$ cat src/rtl/hpil_pkg.sv
// Shared constants and types for the host port and interrupt logic.
package hpil_pkg;
    localparam int unsigned CH_N = 8;
    localparam int unsigned GRP_N = 4;
    typedef logic [7:0] hpil_byte_t;
    typedef logic [4:0] hpil_addr_t;
    typedef logic [GRP_N-1:0][CH_N-1:0] hpil_grp_t;
    // Group index of each interrupt source.
    localparam int unsigned GRP_SIL   = 0;
    localparam int unsigned GRP_SHORT = 1;
    localparam int unsigned GRP_ALARM = 2;
    localparam int unsigned GRP_LOOP  = 3;
    // Primary bank offsets.
    localparam hpil_addr_t ADDR_SIL_STAT   = 5'h04;
    localparam hpil_addr_t ADDR_SHORT_STAT = 5'h05;
    localparam hpil_addr_t ADDR_SIL_MASK   = 5'h06;
    localparam hpil_addr_t ADDR_SHORT_MASK = 5'h07;
    localparam hpil_addr_t ADDR_SIL_FLAG   = 5'h08;
    localparam hpil_addr_t ADDR_SHORT_FLAG = 5'h09;
    localparam hpil_addr_t ADDR_ALARM_STAT = 5'h13;
    localparam hpil_addr_t ADDR_ALARM_MASK = 5'h14;
    localparam hpil_addr_t ADDR_ALARM_FLAG = 5'h15;
    // Expanded bank offsets; the bank pointer offset is decoded for writes in both banks.
    localparam hpil_addr_t ADDR_LOOP_STAT  = 5'h0b;
    localparam hpil_addr_t ADDR_LOOP_MASK  = 5'h0c;
    localparam hpil_addr_t ADDR_LOOP_FLAG  = 5'h0d;
    localparam hpil_addr_t ADDR_BANK_PTR   = 5'h1f;
    localparam hpil_byte_t BANK_EXP_KEY    = 8'haa;
    localparam hpil_byte_t BANK_RST        = 8'h00;
    localparam hpil_byte_t MASK_RST        = 8'h00;
    localparam hpil_byte_t FLAG_RST        = 8'h00;
    // Serial frame layout.
    localparam logic [4:0] FRAME_BITS = 5'h10;
    localparam logic [4:0] CMD_BITS   = 5'h08;
    localparam int unsigned CMD_RW_BIT = 0;
    // Cycles of filtered pins before the straps are captured.
    localparam logic [1:0] STRAP_SETTLE = 2'h3;
    typedef enum logic [2:0] {
        HPIL_NONE, HPIL_SERIAL, HPIL_NM_STROBE, HPIL_NM_RWS, HPIL_MX_STROBE, HPIL_MX_RWS
    } hpil_mode_e;
    typedef struct packed {
        logic serial_mid;
        logic host_port_select;
        logic mux_bus_select;
        logic bus_style_select;
    } hpil_strap_s;
    typedef struct packed {
        logic       cs_n;
        logic       strobe_n;
        logic       rw_wr;
        logic       addr_latch;
        hpil_addr_t addr;
        hpil_byte_t dq;
    } hpil_ppin_s;
    typedef struct packed {
        logic sclk;
        logic scs_n;
        logic serial_in_pin;
    } hpil_spin_s;
endpackage : hpil_pkg

$ cat src/rtl/hpil_irq.sv
// Change detector and latched flags for one interrupt group.
`timescale 1ns/1ps
`default_nettype none
module hpil_irq #(
    parameter int unsigned W = 8
) (
    input  wire logic         mclk,
    input  wire logic         rstn,
    input  wire logic [W-1:0] status,
    input  wire logic [W-1:0] mask,
    input  wire logic         clr,
    output logic      [W-1:0] flag,
    output logic      [W-1:0] flag_nxt
);
    import hpil_pkg::*;
    typedef struct packed {
        logic [W-1:0] prev;
        logic [W-1:0] flag;
    } hpil_irq_s;
    hpil_irq_s q, d;
    logic [W-1:0] hit;

    always_comb begin
        d = q;
        d.prev = status;
        hit = mask & (status ^ q.prev);
        // A change in the clearing cycle survives the clear.
        d.flag = (clr ? '0 : q.flag) | hit;
    end

    always_ff @(posedge mclk or negedge rstn) begin
        if (!rstn) begin
            q <= '0;
        end else begin
            q <= d;
        end
    end

    assign flag     = q.flag;
    assign flag_nxt = d.flag;
endmodule : hpil_irq
`default_nettype wire

$ cat src/rtl/hpil_serial.sv
// Serial host port frame engine: command byte, then data byte.
`timescale 1ns/1ps
`default_nettype none
module hpil_serial (
    input  wire logic                 mclk,
    input  wire logic                 rstn,
    input  wire logic                 en,
    input  wire logic                 sclk,
    input  wire logic                 scs_n,
    input  wire logic                 serial_in_pin,
    input  wire hpil_pkg::hpil_byte_t rd_data,
    output logic                      rd_req,
    output logic                      wr_req,
    output hpil_pkg::hpil_addr_t      addr,
    output hpil_pkg::hpil_byte_t      wdata,
    output logic                      serial_out_pin,
    output logic                      sdo_oe_n
);
    import hpil_pkg::*;
    typedef struct packed {
        logic       prev_sclk;
        logic [4:0] cnt;
        hpil_byte_t cmd;
        hpil_byte_t dat;
        hpil_byte_t osh;
        logic       loaded;
        logic       serial_out_pin;
        logic       oe_n;
    } hpil_ser_s;
    hpil_ser_s q, d;
    localparam logic [4:0] LAST_BIT = FRAME_BITS - 5'h01;

    always_comb begin
        d = q;
        rd_req = 1'b0;
        wr_req = 1'b0;
        d.prev_sclk = sclk;
        if (!en || scs_n) begin
            d.cnt = '0;
            d.loaded = 1'b0;
            d.oe_n = 1'b1;
        end else begin
            if (sclk && !q.prev_sclk && q.cnt < FRAME_BITS) begin
                if (q.cnt < CMD_BITS) begin
                    d.cmd[q.cnt[2:0]] = serial_in_pin;
                end else begin
                    d.dat = {q.dat[6:0], serial_in_pin};
                end
                d.cnt = q.cnt + 5'h01;
                wr_req = (q.cnt == LAST_BIT) && !q.cmd[CMD_RW_BIT];
            end
            if (q.cnt == CMD_BITS && !q.loaded) begin
                d.loaded = 1'b1;
                if (q.cmd[CMD_RW_BIT]) begin
                    rd_req = 1'b1;
                    d.osh = rd_data;
                end
            end
            if (!sclk && q.prev_sclk && q.loaded && q.cmd[CMD_RW_BIT] && q.cnt < FRAME_BITS) begin
                d.serial_out_pin = q.osh[7];
                d.osh = {q.osh[6:0], 1'b0};
                d.oe_n = 1'b0;
            end
        end
    end

    always_ff @(posedge mclk or negedge rstn) begin
        if (!rstn) begin
            q <= '{default: '0, oe_n: 1'b1};
        end else begin
            q <= d;
        end
    end

    assign addr     = q.cmd[5:1];
    assign wdata    = {q.dat[6:0], serial_in_pin};
    assign serial_out_pin      = q.serial_out_pin;
    assign sdo_oe_n = q.oe_n;
endmodule : hpil_serial
`default_nettype wire

$ cat src/rtl/hpil_host_port.sv
// Host access ports, register decode and shared interrupt output.
`timescale 1ns/1ps
`default_nettype none
module hpil_host_port (
    input  wire logic                  mclk,
    input  wire logic                  rstn,
    input  wire hpil_pkg::hpil_strap_s strap,
    input  wire hpil_pkg::hpil_ppin_s  ppin,
    input  wire hpil_pkg::hpil_spin_s  spin,
    input  wire hpil_pkg::hpil_grp_t   status,
    output logic [7:0]                 dq_o,
    output logic                       dq_oe_n,
    output logic                       ack_rdy,
    output logic                       serial_out_pin,
    output logic                       sdo_oe_n,
    output logic                       int_o,
    output logic                       int_oe_n,
    output hpil_pkg::hpil_mode_e       host_mode
);
    import hpil_pkg::*;
    localparam int unsigned PW = $bits(hpil_strap_s) + $bits(hpil_ppin_s) + $bits(hpil_spin_s);
    typedef enum logic [1:0] {P_IDLE, P_WAIT, P_ACT} hpil_pst_e;
    typedef struct packed {
        logic [PW-1:0] s1;
        logic [PW-1:0] s2;
        logic [PW-1:0] s3;
        logic [PW-1:0] f;
        logic [1:0]    boot;
        logic          taken;
        hpil_mode_e    mode;
        hpil_pst_e     pst;
        hpil_addr_t    lat_addr;
        hpil_addr_t    acc_addr;
        logic          acc_rd;
        hpil_byte_t    acc_wd;
        hpil_grp_t     mask;
        hpil_byte_t    bank;
        hpil_byte_t    dq_o;
        logic          dq_oe_n;
        logic          ack_rdy;
        logic          int_o;
        logic          int_oe_n;
    } hpil_top_s;
    hpil_top_s q, d;

    hpil_strap_s sf;
    hpil_ppin_s  pp;
    hpil_spin_s  sp;
    hpil_grp_t   flag, flag_nxt;
    logic [GRP_N-1:0] clr;
    logic        exp_bank, mux, rws, par, strobe_act, is_read;
    hpil_addr_t  paddr;
    logic        s_rd, s_wr;
    hpil_addr_t  s_addr;
    hpil_byte_t  s_wdata, s_rdata;
    logic        wr_en;
    hpil_addr_t  wr_addr;
    hpil_byte_t  wr_data;

    // Parallel strap code to port variant; the serial strap overrides it.
    function automatic hpil_mode_e hpil_decode(input hpil_strap_s s);
        hpil_mode_e m;
        m = HPIL_NONE;
        if (s.serial_mid) begin
            m = HPIL_SERIAL;
        end else if (s.host_port_select) begin
            case ({s.mux_bus_select, s.bus_style_select})
                2'b00: m = HPIL_NM_STROBE;
                2'b01: m = HPIL_NM_RWS;
                2'b10: m = HPIL_MX_STROBE;
                2'b11: m = HPIL_MX_RWS;
                default: m = HPIL_NONE;
            endcase
        end
        return m;
    endfunction : hpil_decode

    // Read decode; status comes straight from the status inputs, flags from the detectors.
    function automatic hpil_byte_t hpil_read(input hpil_addr_t a, input logic ex,
                                             input hpil_grp_t st, input hpil_grp_t mk,
                                             input hpil_grp_t fl);
        hpil_byte_t r;
        r = 8'h00;
        if (ex) begin
            case (a)
                ADDR_LOOP_STAT: r = st[GRP_LOOP];
                ADDR_LOOP_MASK: r = mk[GRP_LOOP];
                ADDR_LOOP_FLAG: r = fl[GRP_LOOP];
                default:        r = 8'h00;
            endcase
        end else begin
            case (a)
                ADDR_SIL_STAT:   r = st[GRP_SIL];
                ADDR_SHORT_STAT: r = st[GRP_SHORT];
                ADDR_SIL_MASK:   r = mk[GRP_SIL];
                ADDR_SHORT_MASK: r = mk[GRP_SHORT];
                ADDR_SIL_FLAG:   r = fl[GRP_SIL];
                ADDR_SHORT_FLAG: r = fl[GRP_SHORT];
                ADDR_ALARM_STAT: r = st[GRP_ALARM];
                ADDR_ALARM_MASK: r = mk[GRP_ALARM];
                ADDR_ALARM_FLAG: r = fl[GRP_ALARM];
                default:         r = 8'h00;
            endcase
        end
        return r;
    endfunction : hpil_read

    // Which flag group a read of this address clears.
    function automatic logic [GRP_N-1:0] hpil_clr(input hpil_addr_t a, input logic ex);
        logic [GRP_N-1:0] c;
        c = '0;
        if (ex) begin
            c[GRP_LOOP] = (a == ADDR_LOOP_STAT);
        end else begin
            c[GRP_SIL]   = (a == ADDR_SIL_STAT);
            c[GRP_SHORT] = (a == ADDR_SHORT_STAT);
            c[GRP_ALARM] = (a == ADDR_ALARM_STAT);
        end
        return c;
    endfunction : hpil_clr

    assign pp = hpil_ppin_s'(q.f[$bits(hpil_spin_s) +: $bits(hpil_ppin_s)]);
    assign sp = hpil_spin_s'(q.f[$bits(hpil_spin_s)-1:0]);
    assign exp_bank = (q.bank == BANK_EXP_KEY);
    assign s_rdata  = hpil_read(s_addr, exp_bank, status, q.mask, flag);

    hpil_serial u_serial (
        .mclk     (mclk),
        .rstn     (rstn),
        .en       (q.mode == HPIL_SERIAL),
        .sclk     (sp.sclk),
        .scs_n    (sp.scs_n),
        .serial_in_pin      (sp.serial_in_pin),
        .rd_data  (s_rdata),
        .rd_req   (s_rd),
        .wr_req   (s_wr),
        .addr     (s_addr),
        .wdata    (s_wdata),
        .serial_out_pin      (serial_out_pin),
        .sdo_oe_n (sdo_oe_n)
    );

    for (genvar g = 0; g < GRP_N; g++) begin : g_irq
        hpil_irq #(.W(CH_N)) u_irq (
            .mclk     (mclk),
            .rstn     (rstn),
            .status   (status[g]),
            .mask     (q.mask[g]),
            .clr      (clr[g]),
            .flag     (flag[g]),
            .flag_nxt (flag_nxt[g])
        );
    end

    always_comb begin
        d = q;
        clr = '0;
        wr_en = 1'b0;
        wr_addr = s_addr;
        wr_data = s_wdata;
        // Three-stage pin filter: a bit moves only when stages two and three agree.
        d.s1 = {strap, ppin, spin};
        d.s2 = q.s1;
        d.s3 = q.s2;
        d.f  = ((q.s2 ~^ q.s3) & q.s2) | ((q.s2 ^ q.s3) & q.f);
        // The filter starts from zeros, so its first true value is the one formed at the fourth edge.
        sf = hpil_strap_s'(d.f[PW-1 -: $bits(hpil_strap_s)]);
        if (q.boot != STRAP_SETTLE) begin
            d.boot = q.boot + 2'h1;
        end else if (!q.taken) begin
            d.taken = 1'b1;
            d.mode = hpil_decode(sf);
        end
        mux = (q.mode == HPIL_MX_STROBE) || (q.mode == HPIL_MX_RWS);
        rws = (q.mode == HPIL_NM_RWS) || (q.mode == HPIL_MX_RWS);
        par = (q.mode != HPIL_NONE) && (q.mode != HPIL_SERIAL);
        strobe_act = rws ? (!pp.strobe_n || !pp.rw_wr) : !pp.strobe_n;
        is_read = rws ? !pp.strobe_n : pp.rw_wr;
        if (mux && (rws ? pp.addr_latch : !pp.addr_latch)) begin
            d.lat_addr = pp.dq[4:0];
        end
        paddr = mux ? q.lat_addr : pp.addr;
        if (s_rd) begin
            clr = hpil_clr(s_addr, exp_bank);
        end
        wr_en = s_wr;
        case (q.pst)
            P_IDLE: begin
                d.ack_rdy = 1'b1;
                if (par && !pp.cs_n && strobe_act) begin
                    d.acc_addr = paddr;
                    d.acc_rd = is_read;
                    d.acc_wd = pp.dq;
                    d.ack_rdy = !rws;
                    d.pst = P_WAIT;
                end
            end
            P_WAIT: begin
                if (q.acc_rd) begin
                    d.dq_o = hpil_read(q.acc_addr, exp_bank, status, q.mask, flag);
                    d.dq_oe_n = 1'b0;
                    clr = hpil_clr(q.acc_addr, exp_bank);
                end else begin
                    wr_en = 1'b1;
                    wr_addr = q.acc_addr;
                    wr_data = q.acc_wd;
                end
                d.ack_rdy = rws;
                d.pst = P_ACT;
            end
            P_ACT: begin
                if (pp.cs_n || !strobe_act) begin
                    d.dq_oe_n = 1'b1;
                    d.ack_rdy = 1'b1;
                    d.pst = P_IDLE;
                end
            end
            default: d.pst = P_IDLE;
        endcase
        if (wr_en) begin
            if (wr_addr == ADDR_BANK_PTR) begin
                d.bank = wr_data;
            end else if (exp_bank) begin
                if (wr_addr == ADDR_LOOP_MASK) d.mask[GRP_LOOP] = wr_data;
            end else begin
                case (wr_addr)
                    ADDR_SIL_MASK:   d.mask[GRP_SIL] = wr_data;
                    ADDR_SHORT_MASK: d.mask[GRP_SHORT] = wr_data;
                    ADDR_ALARM_MASK: d.mask[GRP_ALARM] = wr_data;
                    default:         d.bank = q.bank;
                endcase
            end
        end
        // Only ever pull low; the pull-up supplies the high level.
        d.int_o = 1'b0;
        d.int_oe_n = ~|flag_nxt;
    end

    always_ff @(posedge mclk or negedge rstn) begin
        if (!rstn) begin
            q <= '{default: '0, mode: HPIL_NONE, pst: P_IDLE, mask: {GRP_N{MASK_RST}},
                   bank: BANK_RST, dq_oe_n: 1'b1, ack_rdy: 1'b1, int_oe_n: 1'b1};
        end else begin
            q <= d;
        end
    end

    assign dq_o      = q.dq_o;
    assign dq_oe_n   = q.dq_oe_n;
    assign ack_rdy   = q.ack_rdy;
    assign int_o     = q.int_o;
    assign int_oe_n  = q.int_oe_n;
    assign host_mode = q.mode;
endmodule : hpil_host_port
`default_nettype wire

$ cat config.mk
export PLATFORM = sky130hd
export DESIGN_NAME = hpil_host_port
export DESIGN_NICKNAME = d
export VERILOG_FILES = /design/src/rtl/hpil_pkg.sv /design/src/rtl/hpil_irq.sv /design/src/rtl/hpil_serial.sv /design/src/rtl/hpil_host_port.sv
export SDC_FILE = /design/constraint.sdc
export NUM_CORES = 1
export LEC_CHECK = 0
export ABC_AREA = 1
export BUFFER_PORTS_ARGS = -buffer_cell sky130_fd_sc_hd__buf_2
export CORE_ASPECT_RATIO = 1.25
export CORE_MARGIN = 2
export CORE_UTILIZATION = 63
export CTS_BUF_LIST = sky130_fd_sc_hd__clkbuf_8
export DETAILED_ROUTE_END_ITERATION = 12
export PLACE_DENSITY_LB_ADDON = 0.12
export SLEW_MARGIN = 20
export SYNTH_ARGS = -nofsm -noshare
export SYNTH_HDL_FRONTEND = slang
export SYNTH_HIERARCHICAL = 1
export SYNTH_SLANG_ARGS = --single-unit
$ cat constraint.sdc
create_clock -name mclk -period 2.6 [get_ports mclk]
set_clock_uncertainty 0.15 [all_clocks]
set_input_delay 0.26 -clock mclk [delete_from_list [all_inputs] [get_ports mclk]]
set_output_delay 0.26 -clock mclk [all_outputs]
set_load 0.1 [all_outputs]
==> results.md, run 1 <==
- Status: finished clean
- RSZ-0062 raised after global routing: yes
- Total GRT Usage: 33.6%
- Most frequent cells in the layout: 479 x nand2_1, 264 x dfrtp_1, 185 x inv_1
- FF+latch count, synth: 268
- Vias per std cell: 5.49
- Diodes inserted: 0
- Clk slew on worst S/H paths: 0.06 ns
- Synth warn: 6
- Grt ovf: 0
- Crit share post-route: 99.6%
- Synthesis-to-layout area growth: 19.1%
- Finished Core Util: 76.6%
- Setup crit start kind: flop
- Async set-or-reset flop fraction in the synthesized netlist: 100%
- Mean Syn Cell Area: 8.26 sq um
- CP Data Arrival Time: 2.94 ns
- I/O Buffers: 73
- Final ANT Viol Nets: 0
- TritonRoute pass-1 iters: 5
- P per Cell Area: 798 mW/mm^2
- FMAX: 386 MHz
- Post-synth top area share: 50.7%
- Top_reg_cell synth: dfrtp_1
- CP Max Fanout: 8
- Most common cell after layout, fill and taps aside: nand2_1
- Critical Path Sink Type: flop
- CTS tree: built
- Die area: 0.0219 sq mm
- Worst vdd rail ir drop: 1.05 mV
- Initial Util: 64.4%
- Cell at the root of the clock tree: clkbuf_8
- CTS Buf Count: 42
- Largest net degree at the start of global routing: 72
- DRT iter0 DRCs: 1072
- Core area: 0.0202 sq mm
- RePlAce Congestion: 0.989
- Latest clock arrival within the worst-skew pair: 0.56 ns
- Count of cell types in the netlist: 46
- Sequential-to-total area share from yosys stat: 51.5%
- Cells after Synth: 1577
- Initial antenna violation count: 0
- Net Count, Synth: 1668
- Max-Cap Viols: 0
- Place WS: -0.0745 ns
- Max Buffers Root-to-Sink: 3
- Htree depth: 2
- Leading area contributor after synthesis: dfrtp_1
- Number of flops mapped to enable cells by yosys: 0
- Via count: 11300
- Average wire per standard cell: 17.4 microns
- Worst-Margin Slew: 0.679 ns
- Worst Hold Class: in2async
- Mapped cell area: 0.0130 sq mm
- Dpl hpwl: 24.9 mm
- DIE WIDTH: 133 microns
- Ports: 75
- WP data required: 2.95 ns
- First-pass GRT wire length: 56.9 mm
- Height of the die: 165 microns
- Leakage power: 8.15 nW
- Clock Sink Count: 268
- Slew Limit Fails: 0
- Setup violations, final: 0
- Critical path type: reg2reg
- Final Hold Viols: 0
- Top post-synthesis cells by area: dfrtp_1 51%, nand2_1 14%, nand3_1 6.4%
- Layout cells sized above 1: 17.5%
- Rows: 58
- Placed Cells: 1916
- Final worst slack: 0.0107 ns
- Finished Layout Cells: 2052
- WL final: 35.7 mm
- Vias in the first global route: 11000
- Min cycle time layout: 2.59 ns
- Relative slew slack: 54.4%
- Residual DRC: 0
- # nets final: 1841
[metal layers]
layer,vias to the layer above,wire length (microns),GRT usage (%)
met3,135,2260,4.85
li1,5339,-,-
met5,-,0,0
met2,484,17600,57.9
met4,0,2240,20.0
met1,5300,13600,40.5
[cell usage after synthesis (6+ instances only)]
master	n
nand2_1	501
dfrtp_1	264
inv_1	171
nand3_1	167
nor2_1	117
buf_4	58
o21ai_0	45
ha_1	33
nand4_1	31
a21oi_1	28
a21o_1	22
buf_2	12
clkbuf_1	12
inv_2	11
o21a_1	10
nor4_1	9
o21ai_1	9
nor2_4	7
nand2_2	6
[kinds of logic after synthesis]
| logic type | Yosys count | share of synthesized area (%) |
|---|---|---|
| simple gates | 865 | 29.1 |
| buf+inv | 271 | 9.82 |
| flops | 268 | 51.5 |
| compound gates | 138 | 6.36 |
| fa+ha+maj | 33 | 3.17 |
| xor+xnor | 1 | 0.0672 |
| other cells | 1 | 0.0288 |
[final timing paths]
check / startpoint / to / slack, ns / depth (start not counted)
min reg2reg: d[150] / d[126] / 0.19 / 0
max in group asynchronous: rstn / d[146] / 1.38 / 4
min in group mclk: ppin[15] / d[145] / 0.19 / 2
min: rstn / g_irq[1].u_irq/q[12] / 0.13 / 2
max reg2reg: host_mode[1] / int_oe_n / 0.01 / 17
max: host_mode[1] / int_oe_n / 0.01 / 17
[where the power goes]
group / internal, mW / switching [mW]
Combinational: 1.10 / 2.60
Clock: 1.85 / 1.65
Sequential: 4.75 / 0.434
[what timing repair did]
action / in CTS / in global routing
endpoints found under the setup margin: 1 / 33
hold endpoints to repair: 221 / 0
buffers inserted: 1 / 2
hold buffers: 57 / 0
pin swaps: 4 / 26
gates resized for setup: 6 / 57
[state kept, by name, summed over array words and instances (netlist names), 3 cells and up, named ones only]
name,count
g_irq.u_irq/q,32
u_serial/wdata,7
g_irq.u_irq/flag,32
d,48
q,95
u_serial/q,15
pp,17
host_mode,3
dq_o,8
[critical path, cell delays in order (launching register included)]
cell,delay (ns)
dfrtp_1,0.39
inv_2,0.07
nand2_2,0.05
nor2_1,0.11
buf_4,0.15
nand2_4,0.06
nor2_4,0.10
nand2_2,0.07
inv_2,0.06
buf_4,0.13
nand3_1,0.12
a211oi_2,0.27
inv_2,0.13
nand2_1,0.08
nand2_1,0.07
nor4_2,0.29
nand4_1,0.12
nor2_1,0.11
[stage by stage]
stage          power (mW)  hold slack, ns  instance area (sq um)  TNS, ns
2_1_floorplan        7.65          -0.186                  13000        0
3_3_place_gp         8.49           0.134                  13800  -0.0397
3_5_place_dp         8.57           0.141                  13800  -0.0745
4_1_cts              12.2           0.142                  15300        0
5_1_grt              13.0           0.167                  15500   -0.215
6_report             12.4           0.131                  15500        0
[layout make-up]
class	count	area (sq um)
flip-flops and latches	268	6710
multi-input cells	1038	5260
fillers	1477	4730
repair buffers	216	1660
clock buffers	53	729
inverters	184	698
well taps	270	338
clock inverters	23	119
Note: power is estimated with default switching activity, not from simulation.
==> run 2, diff against run 1 <==
--- a/config.mk
+++ b/config.mk
@@ -12,7 +12,7 @@
 export CORE_UTILIZATION = 63
 export CTS_BUF_LIST = sky130_fd_sc_hd__clkbuf_8
 export DETAILED_ROUTE_END_ITERATION = 12
-export PLACE_DENSITY_LB_ADDON = 0.12
+export PLACE_DENSITY = 0.82
 export SLEW_MARGIN = 20
 export SYNTH_ARGS = -nofsm -noshare
 export SYNTH_HDL_FRONTEND = slang
==> run 2 against run 1 <==
Effect of this change:
- wire length grew 0.86%
- total power grew 0.11%
- first-iteration DRC count shrank 4.0%
- critical path depth shrank 3
- critical endpoint is now q[30]
- non-clock buffer count shrank 10
- clock-buffer cell count grew 3
- die area is the same
- sequential power is essentially flat
==> results.md, run 2 (same netlist as run 1, synthesis figures left out) <==
- P per Cell Area: 807 mW/mm^2 (was 798 mW/mm^2)
- Max Buffers Root-to-Sink: 3 (unchanged)
- Vias in the first global route: 11300 (was 11000)
- TritonRoute pass-1 iters: 5 (unchanged)
- Grt ovf: 0 (unchanged)
- Most common cell after layout, fill and taps aside: nand2_1 (unchanged)
- Tot Pwr: 12.4 mW (about the same)
- Largest net degree at the start of global routing: 74 (was 72)
- Worst-Margin Slew: 0.664 ns (was 0.679 ns)
- Average wire per standard cell: 17.6 microns (was 17.4 microns)
- Height of the die: 165 microns (unchanged)
- CTS tree: built (unchanged)
- Via count: 11300 (about the same)
- Placed Cells: 1907 (was 1916)
- Worst Path Buf+Inv: 4 (was 5)
- Synthesis-to-layout area growth: 17.9% (was 19.1%)
- Setup violations, final: 0 (unchanged)
- WP data required: 2.93 ns (was 2.95 ns)
- Initial antenna violation count: 0 (unchanged)
- Critical path, cell by cell: inv_2, nand2_2, nor2_1, buf_4, nand2_4, buf_4, nor4_4, nor2_1, nor2_1, nand2_2, nor2_4, buf_4, nand3_1, nand2_1 (was inv_2, nand2_2, nor2_1, buf_4, nand2_4, nor2_4, nand2_2, inv_2, buf_4, nand3_1, a211oi_2, inv_2, nand2_1, nand2_1, nor4_2, nand4_1, nor2_1)
- FMAX: 397 MHz (was 386 MHz)
- Die area: 0.0219 sq mm (unchanged)
- Relative slew slack: 55.4% (was 54.4%)
- Min cycle time layout: 2.52 ns (was 2.59 ns)
- RePlAce Congestion: 1.02 (was 0.989)
- Most frequent cells in the layout: 492 x nand2_1, 264 x dfrtp_1, 184 x inv_1 (was 479 x nand2_1, 264 x dfrtp_1, 185 x inv_1)
- Max-Cap Viols: 0 (unchanged)
- Finished Core Util: 75.9% (was 76.6%)
- Critical Path Sink Type: flop (unchanged)
- WL final: 36.0 mm (was 35.7 mm)
- Core area: 0.0202 sq mm (unchanged)
- Max reg flops: 95 (unchanged)
- Residual DRC: 0 (unchanged)
- DIE WIDTH: 133 microns (unchanged)
- First-pass GRT wire length: 57.2 mm (was 56.9 mm)
- Ports: 75 (unchanged)
- Cell at the root of the clock tree: clkbuf_8 (unchanged)
- Critical path type: reg2reg (unchanged)
- I/O Buffers: 73 (unchanged)
- Clk slew on worst S/H paths: 0.07 ns (was 0.06 ns)
- Status: finished clean (unchanged)
- Layout cells sized above 1: 15.9% (was 17.5%)
- Fill cell count: 1458 (was 1477)
- Crit path largest cell delay: 0.39 ns (about the same)
- Delay-heaviest family, CP: simple AND/OR/NAND/NOR gates (unchanged)
- DRT iter0 DRCs: 1029 (was 1072)
- Slew Limit Fails: 0 (unchanged)
- Worst vdd rail ir drop: 1.00 mV (was 1.05 mV)
- Crit share post-route: 96.8% (was 99.6%)
- Diodes inserted: 0 (unchanged)
- Final Hold Viols: 0 (unchanged)
- Clock Sink Count: 268 (unchanged)
- CP Data Arrival Time: 2.85 ns (was 2.94 ns)
- Final ANT Viol Nets: 0 (unchanged)
- Slowest-stage cell, CP: dfrtp_1 (unchanged)
- CTS Buf Count: 41 (was 42)
- Rows: 58 (unchanged)
- Initial Util: 64.4% (unchanged)
- Dpl hpwl: 25.2 mm (was 24.9 mm)
- Leakage power: 8.13 nW (was 8.15 nW)
- Worst Hold Class: in2async (unchanged)
- Vias per std cell: 5.53 (was 5.49)
- Total GRT Usage: 33.7% (was 33.6%)
- CP Max Fanout: 8 (unchanged)
- Finished Layout Cells: 2042 (was 2052)
- Latest clock arrival within the worst-skew pair: 0.56 ns (about the same)
- Htree depth: 2 (unchanged)
- Biggest register: q (unchanged)
- # nets final: 1831 (was 1841)
- RSZ-0062 raised after global routing: yes (unchanged)
- Setup crit start kind: flop (unchanged)
==> run 2: changes by cell type in the layout (fill, tap and decap cells not counted), moves of 3 or more <==
cell and change:
nand2_2 -9, nand2_4 -4, clkbuf_8 +3, nand2_1 +13, inv_2 -3, buf_4 -7
nor2_1 +3
==> run 2: power by group <==
| part | switching [mW] | internal (mW) | total, mW |
|---|---|---|---|
| combinational | 2.50 | 1.01 | 3.51 |
| clock | 1.65 | 2.02 | 3.67 |
| sequential | 0.465 | 4.75 | 5.21 |
| total | 4.62 | 7.78 | 12.4 |
==> run 2: final cells by class <==
| class | count | area [sq um] | share of cell area [%] |
|---|---|---|---|
| Inverter | 184 | 698 | 4.54 |
| Tap cell | 270 | 338 | 2.20 |
| Multi-Input combinational cell | 1039 | 5180 | 33.7 |
| Clock buffer | 56 | 771 | 5.02 |
| Timing Repair Buffer | 206 | 1550 | 10.1 |
| Sequential cell | 268 | 6710 | 43.7 |
| Clock inverter | 19 | 111 | 0.725 |
==> run 2: routing by layer <==
layer	vias up	wire length (microns)	track usage [%]
met1	5278	13700	39.7
met2	524	17200	57.0
met4	0	2570	22.0
li1	5315	-	-
met5	-	0	0
met3	169	2500	5.99
==> run 2: timing repair <==
item	in CTS	in global routing
hold endpoints to repair	152	0
setup endpoints to repair	33	32
setup buffers	0	3
gates resized for setup	7	30
hold buffers	57	0
pin swaps	1	16
gates cloned	0	1
==> run 2: stage by stage <==
stage          setup TNS (ns)  hold WS [ns]  setup slack, ns  instance area (sq um)
2_1_floorplan               0        -0.186            0.219                  13000
3_3_place_gp            -2.10         0.123           -0.131                  13800
3_5_place_dp            -3.82         0.126           -0.213                  13800
4_1_cts                     0         0.149          0.00218                  15200
5_1_grt               -0.0626         0.160          -0.0573                  15400
6_report                    0         0.124           0.0821                  15400
==> run 2: worst paths after layout <==
check	end	startpoint	cells past startpoint	slack (ns)
worst max register to register	q[30]	host_mode[2]	14	0.08
max in group asynchronous	u_serial/sdo_oe_n	rstn	3	1.37
worst min register to register	d[116]	d[140]	0	0.19
worst min-delay path	g_irq[0].u_irq/q[10]	rstn	2	0.12
worst max-delay path	q[30]	host_mode[2]	14	0.08
min in group mclk	d[116]	d[140]	0	0.19
